--- src/logic/ifeb_pkg.sv ---
`default_nettype none
package ifeb_pkg;
   localparam int ADDR_W = 4;
   localparam int DATA_W = 16;

   // register indices on the plain register port
   localparam logic [3:0] OFF_FLAG_THREE = 4'h0;
   localparam logic [3:0] OFF_FLAG_FOUR = 4'h1;
   localparam logic [3:0] OFF_FLAG_FIVE = 4'h2;
   localparam logic [3:0] OFF_ENABLE_ZERO = 4'h3;
   localparam logic [3:0] OFF_IRQ_STATUS = 4'h4;
   localparam logic [3:0] OFF_IRQ_MASK = 4'h5;

   // reset values
   localparam logic [15:0] RST_FLAG = 16'h0000;
   localparam logic [15:0] RST_ENABLE = 16'h0000;
   localparam logic [3:0] RST_IRQ = 4'h0;

   // implemented bit positions of each register
   localparam logic [15:0] IMPL_FLAG_THREE = 16'h4066;
   localparam logic [15:0] IMPL_FLAG_FOUR = 16'h210e;
   localparam logic [15:0] IMPL_FLAG_FIVE = 16'h3fbe;
   localparam logic [15:0] IMPL_ENABLE_ZERO = 16'h3fef;

   // flag_status_three fields
   localparam int CALENDAR_EVENT_FLAG = 14;
   localparam int EXT_PIN4_FLAG = 6;
   localparam int EXT_PIN3_FLAG = 5;
   localparam int I2C_TWO_MASTER_FLAG = 2;
   localparam int I2C_TWO_SLAVE_FLAG = 1;
   // flag_status_four fields
   localparam int CHARGE_TIME_FLAG = 13;
   localparam int LOW_VOLTAGE_FLAG = 8;
   localparam int CRC_GENERATOR_FLAG = 3;
   localparam int UART_TWO_ERROR_FLAG = 2;
   localparam int UART_ONE_ERROR_FLAG = 1;
   // flag_status_five fields
   localparam int CAPTURE_NINE_FLAG = 13;
   localparam int COMPARE_NINE_FLAG = 12;
   localparam int SPI_THREE_EVENT_FLAG = 11;
   localparam int SPI_THREE_FAULT_FLAG = 10;
   localparam int UART_FOUR_TX_FLAG = 9;
   localparam int UART_FOUR_RX_FLAG = 8;
   localparam int UART_FOUR_ERROR_FLAG = 7;
   localparam int I2C_THREE_MASTER_FLAG = 5;
   localparam int I2C_THREE_SLAVE_FLAG = 4;
   localparam int UART_THREE_TX_FLAG = 3;
   localparam int UART_THREE_RX_FLAG = 2;
   localparam int UART_THREE_ERROR_FLAG = 1;
   // enable_control_zero fields
   localparam int ADC_DONE_ENABLE = 13;
   localparam int UART_ONE_TX_ENABLE = 12;
   localparam int UART_ONE_RX_ENABLE = 11;
   localparam int SPI_ONE_DONE_ENABLE = 10;
   localparam int SPI_ONE_FAULT_ENABLE = 9;
   localparam int TIMER_THREE_ENABLE = 8;
   localparam int TIMER_TWO_ENABLE = 7;
   localparam int COMPARE_TWO_ENABLE = 6;
   localparam int CAPTURE_TWO_ENABLE = 5;
   localparam int TIMER_ONE_ENABLE = 3;
   localparam int COMPARE_ONE_ENABLE = 2;
   localparam int CAPTURE_ONE_ENABLE = 1;
   localparam int EXT_PIN0_ENABLE = 0;

   // irq status and mask fields
   localparam int IRQ_FLAG_THREE = 0;
   localparam int IRQ_FLAG_FOUR = 1;
   localparam int IRQ_FLAG_FIVE = 2;
   localparam int IRQ_GROUP_ZERO = 3;

   typedef struct packed {
      logic [ADDR_W-1:0] addr;
      logic [DATA_W-1:0] wdata;
      logic wr;
      logic rd;
   } ifeb_bus_req_s;
endpackage
`default_nettype wire

--- src/logic/ifeb_bank.sv ---
`timescale 1ns/1ps
`default_nettype none
module ifeb_bank
   import ifeb_pkg::*;
(
   input wire logic sys_clk,
   input wire logic rst_n,
   input wire ifeb_bus_req_s bus_req,
   output logic [15:0] rdata,
   input wire logic [15:0] event_three,
   input wire logic [15:0] event_four,
   input wire logic [15:0] event_five,
   input wire logic [15:0] flag_zero_in,
   input wire logic [15:0] enable_three_in,
   input wire logic [15:0] enable_four_in,
   input wire logic [15:0] enable_five_in,
   output logic [15:0] flag_three,
   output logic [15:0] flag_four,
   output logic [15:0] flag_five,
   output logic [15:0] enable_zero,
   output logic [15:0] req_zero,
   output logic [15:0] req_three,
   output logic [15:0] req_four,
   output logic [15:0] req_five,
   output logic irq
);
   typedef struct packed {
      logic [15:0] enable_zero;
      logic [3:0] irq_status;
      logic [3:0] irq_mask;
      logic [15:0] rdata;
      logic [15:0] req_zero;
      logic [15:0] req_three;
      logic [15:0] req_four;
      logic [15:0] req_five;
      logic irq;
   } ifeb_state_s;

   ifeb_state_s state;
   ifeb_state_s next_state;

   function automatic logic wr_hit(input ifeb_bus_req_s req, input logic [3:0] off);
      wr_hit = req.wr && (req.addr == off);
   endfunction

   function automatic logic rd_hit(input ifeb_bus_req_s req, input logic [3:0] off);
      rd_hit = req.rd && (req.addr == off);
   endfunction

   // flag registers: write stores, source event sets, set beats clear
   ifeb_flag_reg #(.IMPL(IMPL_FLAG_THREE)) u_flag_three
   (
      .sys_clk(sys_clk),
      .rst_n(rst_n),
      .wr_en(wr_hit(bus_req, OFF_FLAG_THREE)),
      .wdata(bus_req.wdata),
      .event_in(event_three),
      .flag(flag_three)
   );

   ifeb_flag_reg #(.IMPL(IMPL_FLAG_FOUR)) u_flag_four
   (
      .sys_clk(sys_clk),
      .rst_n(rst_n),
      .wr_en(wr_hit(bus_req, OFF_FLAG_FOUR)),
      .wdata(bus_req.wdata),
      .event_in(event_four),
      .flag(flag_four)
   );

   ifeb_flag_reg #(.IMPL(IMPL_FLAG_FIVE)) u_flag_five
   (
      .sys_clk(sys_clk),
      .rst_n(rst_n),
      .wr_en(wr_hit(bus_req, OFF_FLAG_FIVE)),
      .wdata(bus_req.wdata),
      .event_in(event_five),
      .flag(flag_five)
   );

   logic [3:0] irq_events;
   logic [3:0] irq_clear;
   logic [15:0] gate_zero;

   always_comb
   begin
      next_state = state;
      gate_zero = flag_zero_in & state.enable_zero;
      irq_events = 4'h0;
      irq_events[IRQ_FLAG_THREE] = |(event_three & IMPL_FLAG_THREE);
      irq_events[IRQ_FLAG_FOUR] = |(event_four & IMPL_FLAG_FOUR);
      irq_events[IRQ_FLAG_FIVE] = |(event_five & IMPL_FLAG_FIVE);
      // only a newly passing request counts, not one that keeps standing
      irq_events[IRQ_GROUP_ZERO] = |(gate_zero & ~state.req_zero);
      irq_clear = 4'h0;

      if (wr_hit(bus_req, OFF_ENABLE_ZERO))
      begin
         next_state.enable_zero = bus_req.wdata & IMPL_ENABLE_ZERO;
      end
      if (wr_hit(bus_req, OFF_IRQ_MASK))
      begin
         next_state.irq_mask = bus_req.wdata[3:0];
      end
      if (wr_hit(bus_req, OFF_IRQ_STATUS))
      begin
         irq_clear = bus_req.wdata[3:0];
      end
      // sticky status: a new event beats a write-one clear
      next_state.irq_status = (state.irq_status & ~irq_clear) | irq_events;

      // forwarded requests: flag and enable both high
      next_state.req_zero = gate_zero;
      next_state.req_three = flag_three & enable_three_in;
      next_state.req_four = flag_four & enable_four_in;
      next_state.req_five = flag_five & enable_five_in;
      next_state.irq = |(next_state.irq_status & next_state.irq_mask);

      // read data stands only in the cycle after the strobe
      next_state.rdata = 16'h0000;
      if (bus_req.rd)
      begin
         case (bus_req.addr)
            OFF_FLAG_THREE: next_state.rdata = flag_three & IMPL_FLAG_THREE;
            OFF_FLAG_FOUR: next_state.rdata = flag_four & IMPL_FLAG_FOUR;
            OFF_FLAG_FIVE: next_state.rdata = flag_five & IMPL_FLAG_FIVE;
            OFF_ENABLE_ZERO: next_state.rdata = state.enable_zero;
            OFF_IRQ_STATUS: next_state.rdata = {12'h000, state.irq_status};
            OFF_IRQ_MASK: next_state.rdata = {12'h000, state.irq_mask};
            default: next_state.rdata = 16'h0000;
         endcase
      end
   end

   always_ff @(posedge sys_clk or negedge rst_n)
   begin
      if (!rst_n)
      begin
         state.enable_zero <= RST_ENABLE;
         state.irq_status <= RST_IRQ;
         state.irq_mask <= RST_IRQ;
         state.rdata <= 16'h0000;
         state.req_zero <= 16'h0000;
         state.req_three <= 16'h0000;
         state.req_four <= 16'h0000;
         state.req_five <= 16'h0000;
         state.irq <= 1'b0;
      end
      else
      begin
         state <= next_state;
      end
   end

   assign rdata = state.rdata;
   assign enable_zero = state.enable_zero;
   assign req_zero = state.req_zero;
   assign req_three = state.req_three;
   assign req_four = state.req_four;
   assign req_five = state.req_five;
   assign irq = state.irq;
endmodule
`default_nettype wire

--- src/logic/ifeb_flag_reg.sv ---
`timescale 1ns/1ps
`default_nettype none
module ifeb_flag_reg
   import ifeb_pkg::*;
#(
   parameter logic [15:0] IMPL = 16'h0000
)
(
   input wire logic sys_clk,
   input wire logic rst_n,
   input wire logic wr_en,
   input wire logic [15:0] wdata,
   input wire logic [15:0] event_in,
   output logic [15:0] flag
);
   typedef struct packed {
      logic [15:0] value;
   } ifeb_flag_state_s;

   ifeb_flag_state_s state;
   ifeb_flag_state_s next_state;

   always_comb
   begin
      next_state = state;
      // software may set or clear any implemented flag
      if (wr_en)
      begin
         next_state.value = wdata & IMPL;
      end
      // a request in the same cycle as a clearing write still lands
      next_state.value = next_state.value | (event_in & IMPL);
   end

   always_ff @(posedge sys_clk or negedge rst_n)
   begin
      if (!rst_n)
      begin
         state.value <= RST_FLAG;
      end
      else
      begin
         state <= next_state;
      end
   end

   assign flag = state.value;
endmodule
`default_nettype wire

--- config.mk ---
export PLATFORM = sky130hd
export DESIGN_NAME = ifeb_bank
export DESIGN_NICKNAME = d
export VERILOG_FILES = /design/src/logic/ifeb_pkg.sv /design/src/logic/ifeb_bank.sv /design/src/logic/ifeb_flag_reg.sv
export SDC_FILE = /design/constraint.sdc
export NUM_CORES = 1
export LEC_CHECK = 0
export BUFFER_PORTS_ARGS = -buffer_cell sky130_fd_sc_hd__buf_4
export CORE_AREA = 2 2 110 112
export DETAILED_ROUTE_END_ITERATION = 12
export DIE_AREA = 0 0 112 114
export PLACE_DENSITY = 0.85
export SLEW_MARGIN = 40
export SYNTH_ARGS = -nofsm -noshare
export SYNTH_HDL_FRONTEND = slang
export SYNTH_SLANG_ARGS = --single-unit
--- constraint.sdc ---
create_clock -name sys_clk -period 1.57 [get_ports sys_clk]
set_input_delay 0.157 -clock sys_clk [delete_from_list [all_inputs] [get_ports sys_clk]]
set_output_delay 0.157 -clock sys_clk [all_outputs]
set_load 0.01 [all_outputs]
==> flow_summary_export.csv, run 1 <==
group,metric,value,unit
setup_path,cpMaxStageDelayCell,"dfrtp_1",
clocking,htree_levels,3,
layout,drive_above_1_share,39.4,%
yosys,syn-instance-count,448,
status,outcome,"finished, final reports clean",
pwr,p_switching,1.66,mW
yosys,synth_top_area_share,49.8,%
setup_path,crit_type,"reg -> reg",
setup_path,cp.required,1.79,ns
layout,areaGrowthSynthToFinish,25.0,%
placement,dpl.hpwl,9.40,mm
floorplanning,core_region_area,11700,um^2
pwr,power_density,1080,nW/um^2
pwr,vdd.ir_drop.worst,947,uV
clocking,postCtsSetupBuffers,0,
hold_path,holdCritPathClass,"in -> reg",
yosys,synth-seq-area-share,49.8,%
yosys,synth_top_cell_by_area,"dfrtp_1",
global_route,grt_pass1_vias,3336,
placement,io_buffers,165,
layout,fin_area,5900,um^2
setup_path,cp-start-kind,"register",
setup_path,crit_path_end_kind,"register",
detailed_routing,wl,12.0,mm
detailed_routing,drt_pass1_iterations,4,
pwr,cellLeakagePower,3.01,nW
floorplanning,std_cell_rows,40,
clocking,cts_made_buffers,9,
detailed_routing,ant_nets,0,
clocking,clkSinkCount,94,
sta,fin_skew,0.00952,ns
sta,slew_violations,0,
layout,fin_cells,725,
pwr,p_sw_share,26.0,%
placement,place_congestion,0.852,
placement,place_inst,708,
yosys,synth-seq-cells,94,
yosys,syn_area,4720,um^2
clocking,clockBufferDepth,2,
detailed_routing,drt_iter0_markers,248,
clocking,cts_tree,"built",
sta,fmax,690,MHz
sta,finalSetupViolations,0,
yosys,yosysWarnings,0,
global_route,grt_max_degree,38,
layout,antennaDiodeCount,0,
global_route,grt_pass1_wl,18.2,mm
setup_path,critPathMaxStageDelay,0.45,ns
floorplanning,die_h,114,um
yosys,synth_cell_types,35,
layout,fillers,1077,
flow_run,drv_cap,0,
clocking,clk_latency,0.35,ns
yosys,synth_edf_count,0,
sta,hold_viol_final,0,
setup_path,timing.critical_path.cells,"nand2_1 -> o22ai_1 -> nor4_2 -> buf_4 -> a32o_1 -> nand3_1",
setup_path,path_max_fanout,4,
floorplanning,io_pins,281,
setup_path,r2r_slack,0.12,ns
detailed_routing,wl_per_cell,16.5,um
global_route,grt_use_total,18.6,%
detailed_routing,remaining_drc_errors,0,
sta,fin_crit_sh,92.3,%
sta,min_period,1.45,ns
setup_path,arrival,1.67,ns
clocking,ctsRootBufferMaster,"clkbuf_16",
detailed_routing,via_per_inst,4.57,
floorplanning,initial_core_util,40.3,%
global_route,grt_antenna_before_repair,0,
pwr,internal-power,4.72,mW
yosys,synthFlopType,"dfrtp_1",
pwr,p_comb_share,20.0,%
global_route,overflow,0,
pwr,clkPwrFrac,36.4,%
layout,nets,709,
floorplanning,dieArea,12800,um^2
detailed_routing,vias,3315,
yosys,avgSynthCellArea,10.5,um^2
clocking,path_clk_slew,0.06,ns
setup_path,cp.buffers_inverters,1,
placement,place_area,5570,um^2
yosys,async_reset_ff_share,100,%
pwr,pwr-share-seq,43.6,%
floorplanning,chipWidth,112,um
sta,rsz0062_at_grt,"false",
yosys,synthTopCellsByArea,"dfrtp_1, buf_4, mux2_2",
setup_path,critPathTopFamily,"simple AND/OR/NAND/NOR gates",
worst register-to-register path, cell delays in order, from the launching register on:
cell,delay [ns]
dfrtp_1,0.45
nand2_1,0.11
o22ai_1,0.10
nor4_2,0.31
buf_4,0.16
a32o_1,0.14
nand3_1,0.06
layer usage:
| layer | vias to the layer above | global-route usage (%) | share of wire [%] |
|---|---|---|---|
| met3 | 28 | 4.30 | 6.5 |
| met5 | - | 0 | 0 |
| met1 | 1608 | 23.7 | 41 |
| met2 | 139 | 30.3 | 49 |
| met4 | 0 | 8.62 | 3.2 |
| li1 | 1540 | - | - |
worst paths after layout:
kind	from	to	depth (start not counted)
min	event_three[5]	u_flag_three.flag[5]$_DFF_PN0_	2
min reg2reg	state[84]$_DFF_PN0_	state[84]$_DFF_PN0_	2
max in group asynchronous	rst_n	req_four[13]$_DFF_PN0_	3
min in group asynchronous	rst_n	req_three[14]$_DFF_PN0_	2
max reg2reg	enable_zero[2]$_DFFE_PN0P_	irq$_DFF_PN0_	6
max	enable_zero[2]$_DFFE_PN0P_	irq$_DFF_PN0_	6
final cells by class:
class                   instances  area, um^2  share of cell area, %
well taps                     147         184                   3.12
multi-input cells             260        1550                   26.2
repair buffers                186        1420                   24.1
inverters                      22        82.6                   1.40
clock inverters                 4        70.1                   1.19
flip-flops and latches         94        2350                   39.8
clock buffers                  12         246                   4.17
kinds of logic (layout without fill, tap and decap cells):
family	after synthesis	count (layout)	share of synthesized area, %
buffers and inverters	152	224	22.2
muxes	25	25	6.28
DFF	94	94	49.8
other	1	59	0.0794
and+or+nand+nor	139	139	15.7
AOI/OAI and AO/OA	37	37	5.93
stage by stage:
step / setup WS (ns) / util [%] / hold slack, ns / total power, mW / TNS, ns
floorplan: 0.206 / - / -0.139 / 3.64 / 0
global placement: -0.0459 / 47.6 / 0.108 / 4.08 / -0.0459
detailed placement: -0.0742 / 47.6 / 0.107 / 4.10 / -0.0742
CTS: 0.00483 / 50.4 / 0.00483 / 6.45 / 0
global route: 0.0141 / 50.4 / 0.0149 / 6.69 / 0
finish: 0.121 / 50.4 / 0.0149 / 6.39 / 0
placed cells by master (no fill, tap or decap), drive strengths merged, types with 2 or more instances in the layout:
cell type  instances
a211o             12
a21oi              5
a22oi             10
and2              24
and3               2
buf              185
bufinv             2
clkbuf            12
clkinv             2
conb              59
dfrtp             94
inv               22
mux2              21
mux2i              3
nand2             49
nand3              7
nand3b            17
nor2              27
nor2b              2
nor4               4
o22ai              8
or4                2
power groups by stage:
stage          registers (mW)  clock network [mW]  logic (mW)
2_1_floorplan            2.78                   0       0.852
3_3_place_gp             2.82                   0        1.26
3_5_place_dp             2.82                   0        1.27
4_1_cts                  2.78                2.37        1.29
5_1_grt                  2.81                2.49        1.39
6_report                 2.78                2.33        1.28
sequential cells by signal, indices dropped and copies added (netlist names):
name and flops:
enable_zero 13, irq 1, rdata 15, req_five 12
req_four 5, req_three 5, req_zero 13, state 8
u_flag_five.flag 12, u_flag_four.flag 5, u_flag_three.flag 5
timing repair:
action / in CTS / in global routing
endpoints found under the setup margin: 1 / 1
endpoints found under the hold margin: 28 / 0
resized for setup: 1 / 0
gates cloned: 0 / 0
hold buffers: 1 / 0
pin swaps: 0 / 1
synth_stat cells, types with 2 or more instances:
master    count
nand3b_1     17
o22ai_1       8
nand3_1       7
mux2i_1       3
and2_1       24
and3_1        2
or4_1         2
dfrtp_1      94
a211o_1      12
buf_2         3
nor4_1        4
a21oi_1       5
a22oi_1       9
mux2_2       19
nor2_1       26
buf_4       125
mux2_4        2
nor2b_1       2
nand2_1      47
inv_1        22
(Power assumes the default switching activity.)
==> run 2, diff against run 1 <==
--- a/config.mk
+++ b/config.mk
@@ -6,11 +6,12 @@
 export NUM_CORES = 1
 export LEC_CHECK = 0
 export BUFFER_PORTS_ARGS = -buffer_cell sky130_fd_sc_hd__buf_4
-export CORE_AREA = 2 2 110 112
+export CORE_AREA = 2 2 101 127
 export DETAILED_ROUTE_END_ITERATION = 12
-export DIE_AREA = 0 0 112 114
-export PLACE_DENSITY = 0.85
+export DIE_AREA = 0 0 103 129
+export PLACE_DENSITY = 0.9
 export SLEW_MARGIN = 40
 export SYNTH_ARGS = -nofsm -noshare
 export SYNTH_HDL_FRONTEND = slang
+export SYNTH_HIERARCHICAL = 1
 export SYNTH_SLANG_ARGS = --single-unit
==> run 2 against run 1 <==
The flow now finishes with violations (setup timing); first-iteration DRC count decreased by 22%; fmax decreased by 10%; core utilization increased by 17 points; non-clock buffer count increased by 131; critical path depth unchanged; via count increased by 30%; design area increased by 38%; worst hold slack improved by 0.0024 ns; sequential cell count increased by 26; clock skew decreased by 0.0022 ns; die area increased by 4.1%; largest cell class unchanged; clock-buffer cell count increased by 11.
==> flow_summary_export.csv, run 2 <==
group,metric,value,unit
status,outcome,"finished with violations",
status,violations,"setup timing",
yosys,synth_common_cells,"buf_4, dfrtp_1, and2_1",
pwr,internal-power,6.73,mW
detailed_routing,ant_nets,0,
sta,setup_ws,-0.0435,ns
setup_path,crit_path_end_kind,"register",
layout,final_common_cell,"buf_4",
global_route,grt_antenna_before_repair,1,
yosys,synth_cell_types,43,
pwr,clkPwrFrac,41.9,%
clocking,clk_latency,0.40,ns
setup_path,crit_type,"reg -> reg",
clocking,ctsRootBufferMaster,"clkbuf_16",
yosys,synth_edf_count,0,
sta,min_period,1.61,ns
setup_path,cp-start-kind,"register",
layout,areaGrowthSynthToFinish,45.3,%
yosys,synth-seq-cells,120,
sta,fmax,620,MHz
clocking,htree_levels,4,
detailed_routing,via_per_inst,4.82,
pwr,power_density,1110,nW/um^2
global_route,grt_pass1_wl,24.8,mm
yosys,yosysMostFrequentCell,"buf_4",
yosys,avgSynthCellArea,11.6,um^2
placement,io_buffers,217,
layout,multiInputGateArea,1710,um^2
layout,ff_latch_area,3000,um^2
sta,finalSetupViolations,1,
floorplanning,dieArea,13300,um^2
setup_path,path_max_fanout,2,
pwr,cellLeakagePower,3.95,nW
clocking,cts_made_buffers,17,
clocking,cts_tree,"built",
yosys,synth-seq-area-share,53.7,%
global_route,met2_usage,43.9,%
detailed_routing,vias,4300,
layout,fillers,835,
pwr,p_sw_share,25.1,%
global_route,grt_pass1_vias,4702,
layout,fin_area,8130,um^2
detailed_routing,wl_per_cell,18.5,um
yosys,synthTopCellsByArea,"dfrtp_1, buf_4, and2_1",
floorplanning,core_region_area,12000,um^2
placement,place_area,6840,um^2
clocking,clkSinkCount,120,
global_route,busiest_layer,"met2",
placement,place_congestion,0.907,
hold_path,worstHoldStart,"flag_zero_in[12]",
sta,fin_skew,0.00733,ns
clocking,path_clk_slew,0.05,ns
hold_path,holdCritPathClass,"in -> reg",
layout,fin_util,67.5,%
setup_path,cp-startpoint,"enable_zero[13]$_DFFE_PN0P_",
global_route,met1_usage,26.0,%
setup_path,arrival,1.90,ns
pwr,pwr-share-seq,38.8,%
clocking,clockBufferDepth,2,
yosys,synth_top_cell_by_area,"dfrtp_1",
yosys,syn_area,5590,um^2
sta,slew_violations,0,
yosys,syn-instance-count,484,
global_route,overflow,0,
global_route,grt_use_total,25.1,%
detailed_routing,drt_pass1_iterations,5,
floorplanning,chipWidth,103,um
setup_path,cp.required,1.85,ns
sta,fin_crit_sh,103,%
pwr,p_comb_share,19.3,%
pwr,p_switching,2.25,mW
yosys,yosysWarnings,6,
layout,top_regs,"req_five: 16 flops, req_four: 16 flops, req_three: 16 flops",
yosys,synthFlopType,"dfrtp_1",
sta,rsz0062_at_grt,"true",
yosys,async_reset_ff_share,100,%
flow_run,drv_cap,0,
pwr,vdd.ir_drop.worst,734,uV
detailed_routing,remaining_drc_errors,0,
floorplanning,io_pins,281,
detailed_routing,wl,16.5,mm
global_route,use_met3,7.17,%
layout,layout_common_cells,"buf_4, dfrtp_1, dlygate4sd3_1",
setup_path,timing.rr.start,"enable_zero[13]$_DFFE_PN0P_",
layout,nets,852,
yosys,synth_top_area_share,53.7,%
layout,drive_above_1_share,43.5,%
placement,place_ws,-0.331,ns
floorplanning,die_h,129,um
detailed_routing,drt_iter0_markers,194,
sta,hold_viol_final,0,
floorplanning,initial_core_util,46.4,%
floorplanning,std_cell_rows,45,
global_route,grt_max_degree,45,
placement,dpl.hpwl,11.1,mm
==> run 2: changes by cell type after synthesis, moves of 9 or more <==
cell	before	now
nand2_1	47	20
and2_1	24	50
dfrtp_1	94	120
nand3b_1	17	1
a211o_1	12	22
nor2b_1	2	12
nor2b_2	0	10
inv_1	22	13
nor2_1	26	17
==> run 2: through the flow <==
stage / power (mW) / TNS (ns) / instances / hold WS [ns]
floorplan: 4.36 / 0 / 513 / -0.139
global placement: 4.98 / -0.330 / 795 / 0.0613
detailed placement: 5.02 / -1.01 / 795 / 0.0629
CTS: 9.00 / -0.0238 / 891 / 0.00220
global route: 9.29 / -0.102 / 892 / 0.0158
finish: 8.99 / -0.0435 / 892 / 0.0173
==> run 2: repair_timing <==
item / CTS / global route
endpoints found under the setup margin: 3 / 4
pin swaps: 2 / 1
hold buffers: 65 / 0
cloned: 0 / 0
hold endpoints to repair: 177 / 0
buffers inserted: 1 / 0
resized for setup: 9 / 4
==> run 2: worst paths after layout <==
path / endpoint / slack (ns) / depth (start not counted)
worst min register to register: req_zero[6]$_DFF_PN0_ / 0.50 / 2
max in group asynchronous: req_zero[2]$_DFF_PN0_ / 0.85 / 3
min in group asynchronous: rdata[12]$_DFF_PN0_ / 0.18 / 2
worst max-delay path: irq$_DFF_PN0_ / -0.04 / 6
worst max register to register: irq$_DFF_PN0_ / -0.04 / 6
worst min-delay path: req_zero[12]$_DFF_PN0_ / 0.02 / 3
==> run 2: logic make-up after synthesis <==
kind of cell / after synthesis / share of synthesized area (%)
buffers and inverters: 146 / 18.9
flip-flops: 120 / 53.7
multiplexers: 26 / 5.21
AND/OR/NAND/NOR: 136 / 14.6
other: 4 / 0.268
AO/OA/AOI/OAI: 52 / 7.29
==> run 2: cell type report <==
class,count,share of cell area [%]
clock inverter,7,1.17
tap,164,2.52
multi-input combinational,247,21.0
sequential,120,36.9
clock buffer,23,5.88
antenna,1,0.0308
inverter,13,0.600
timing repair buffer,317,31.9
==> run 2: power groups by stage <==
stage | logic [mW] | registers [mW] | clock network [mW]
4_1_cts | 1.70 | 3.48 | 3.82
5_1_grt | 1.86 | 3.51 | 3.92
2_1_floorplan | 0.850 | 3.51 | 0
6_report | 1.74 | 3.49 | 3.76
3_3_place_gp | 1.47 | 3.50 | 0
3_5_place_dp | 1.50 | 3.52 | 0
==> run 2: critical path, cell delays in order (launching register included) <==
cell and delay, ns:
dfrtp_1 0.41, nand2_2 0.09, o22ai_2 0.09, a2111oi_4 0.37, buf_4 0.16, nand3b_1 0.09, a221o_1 0.30
==> run 2: routing by layer <==
metal,vias up,part of all wire (%)
met5,-,0
met4,0,5.0
met3,63,7.2
met2,261,54
met1,2052,34
li1,1924,-
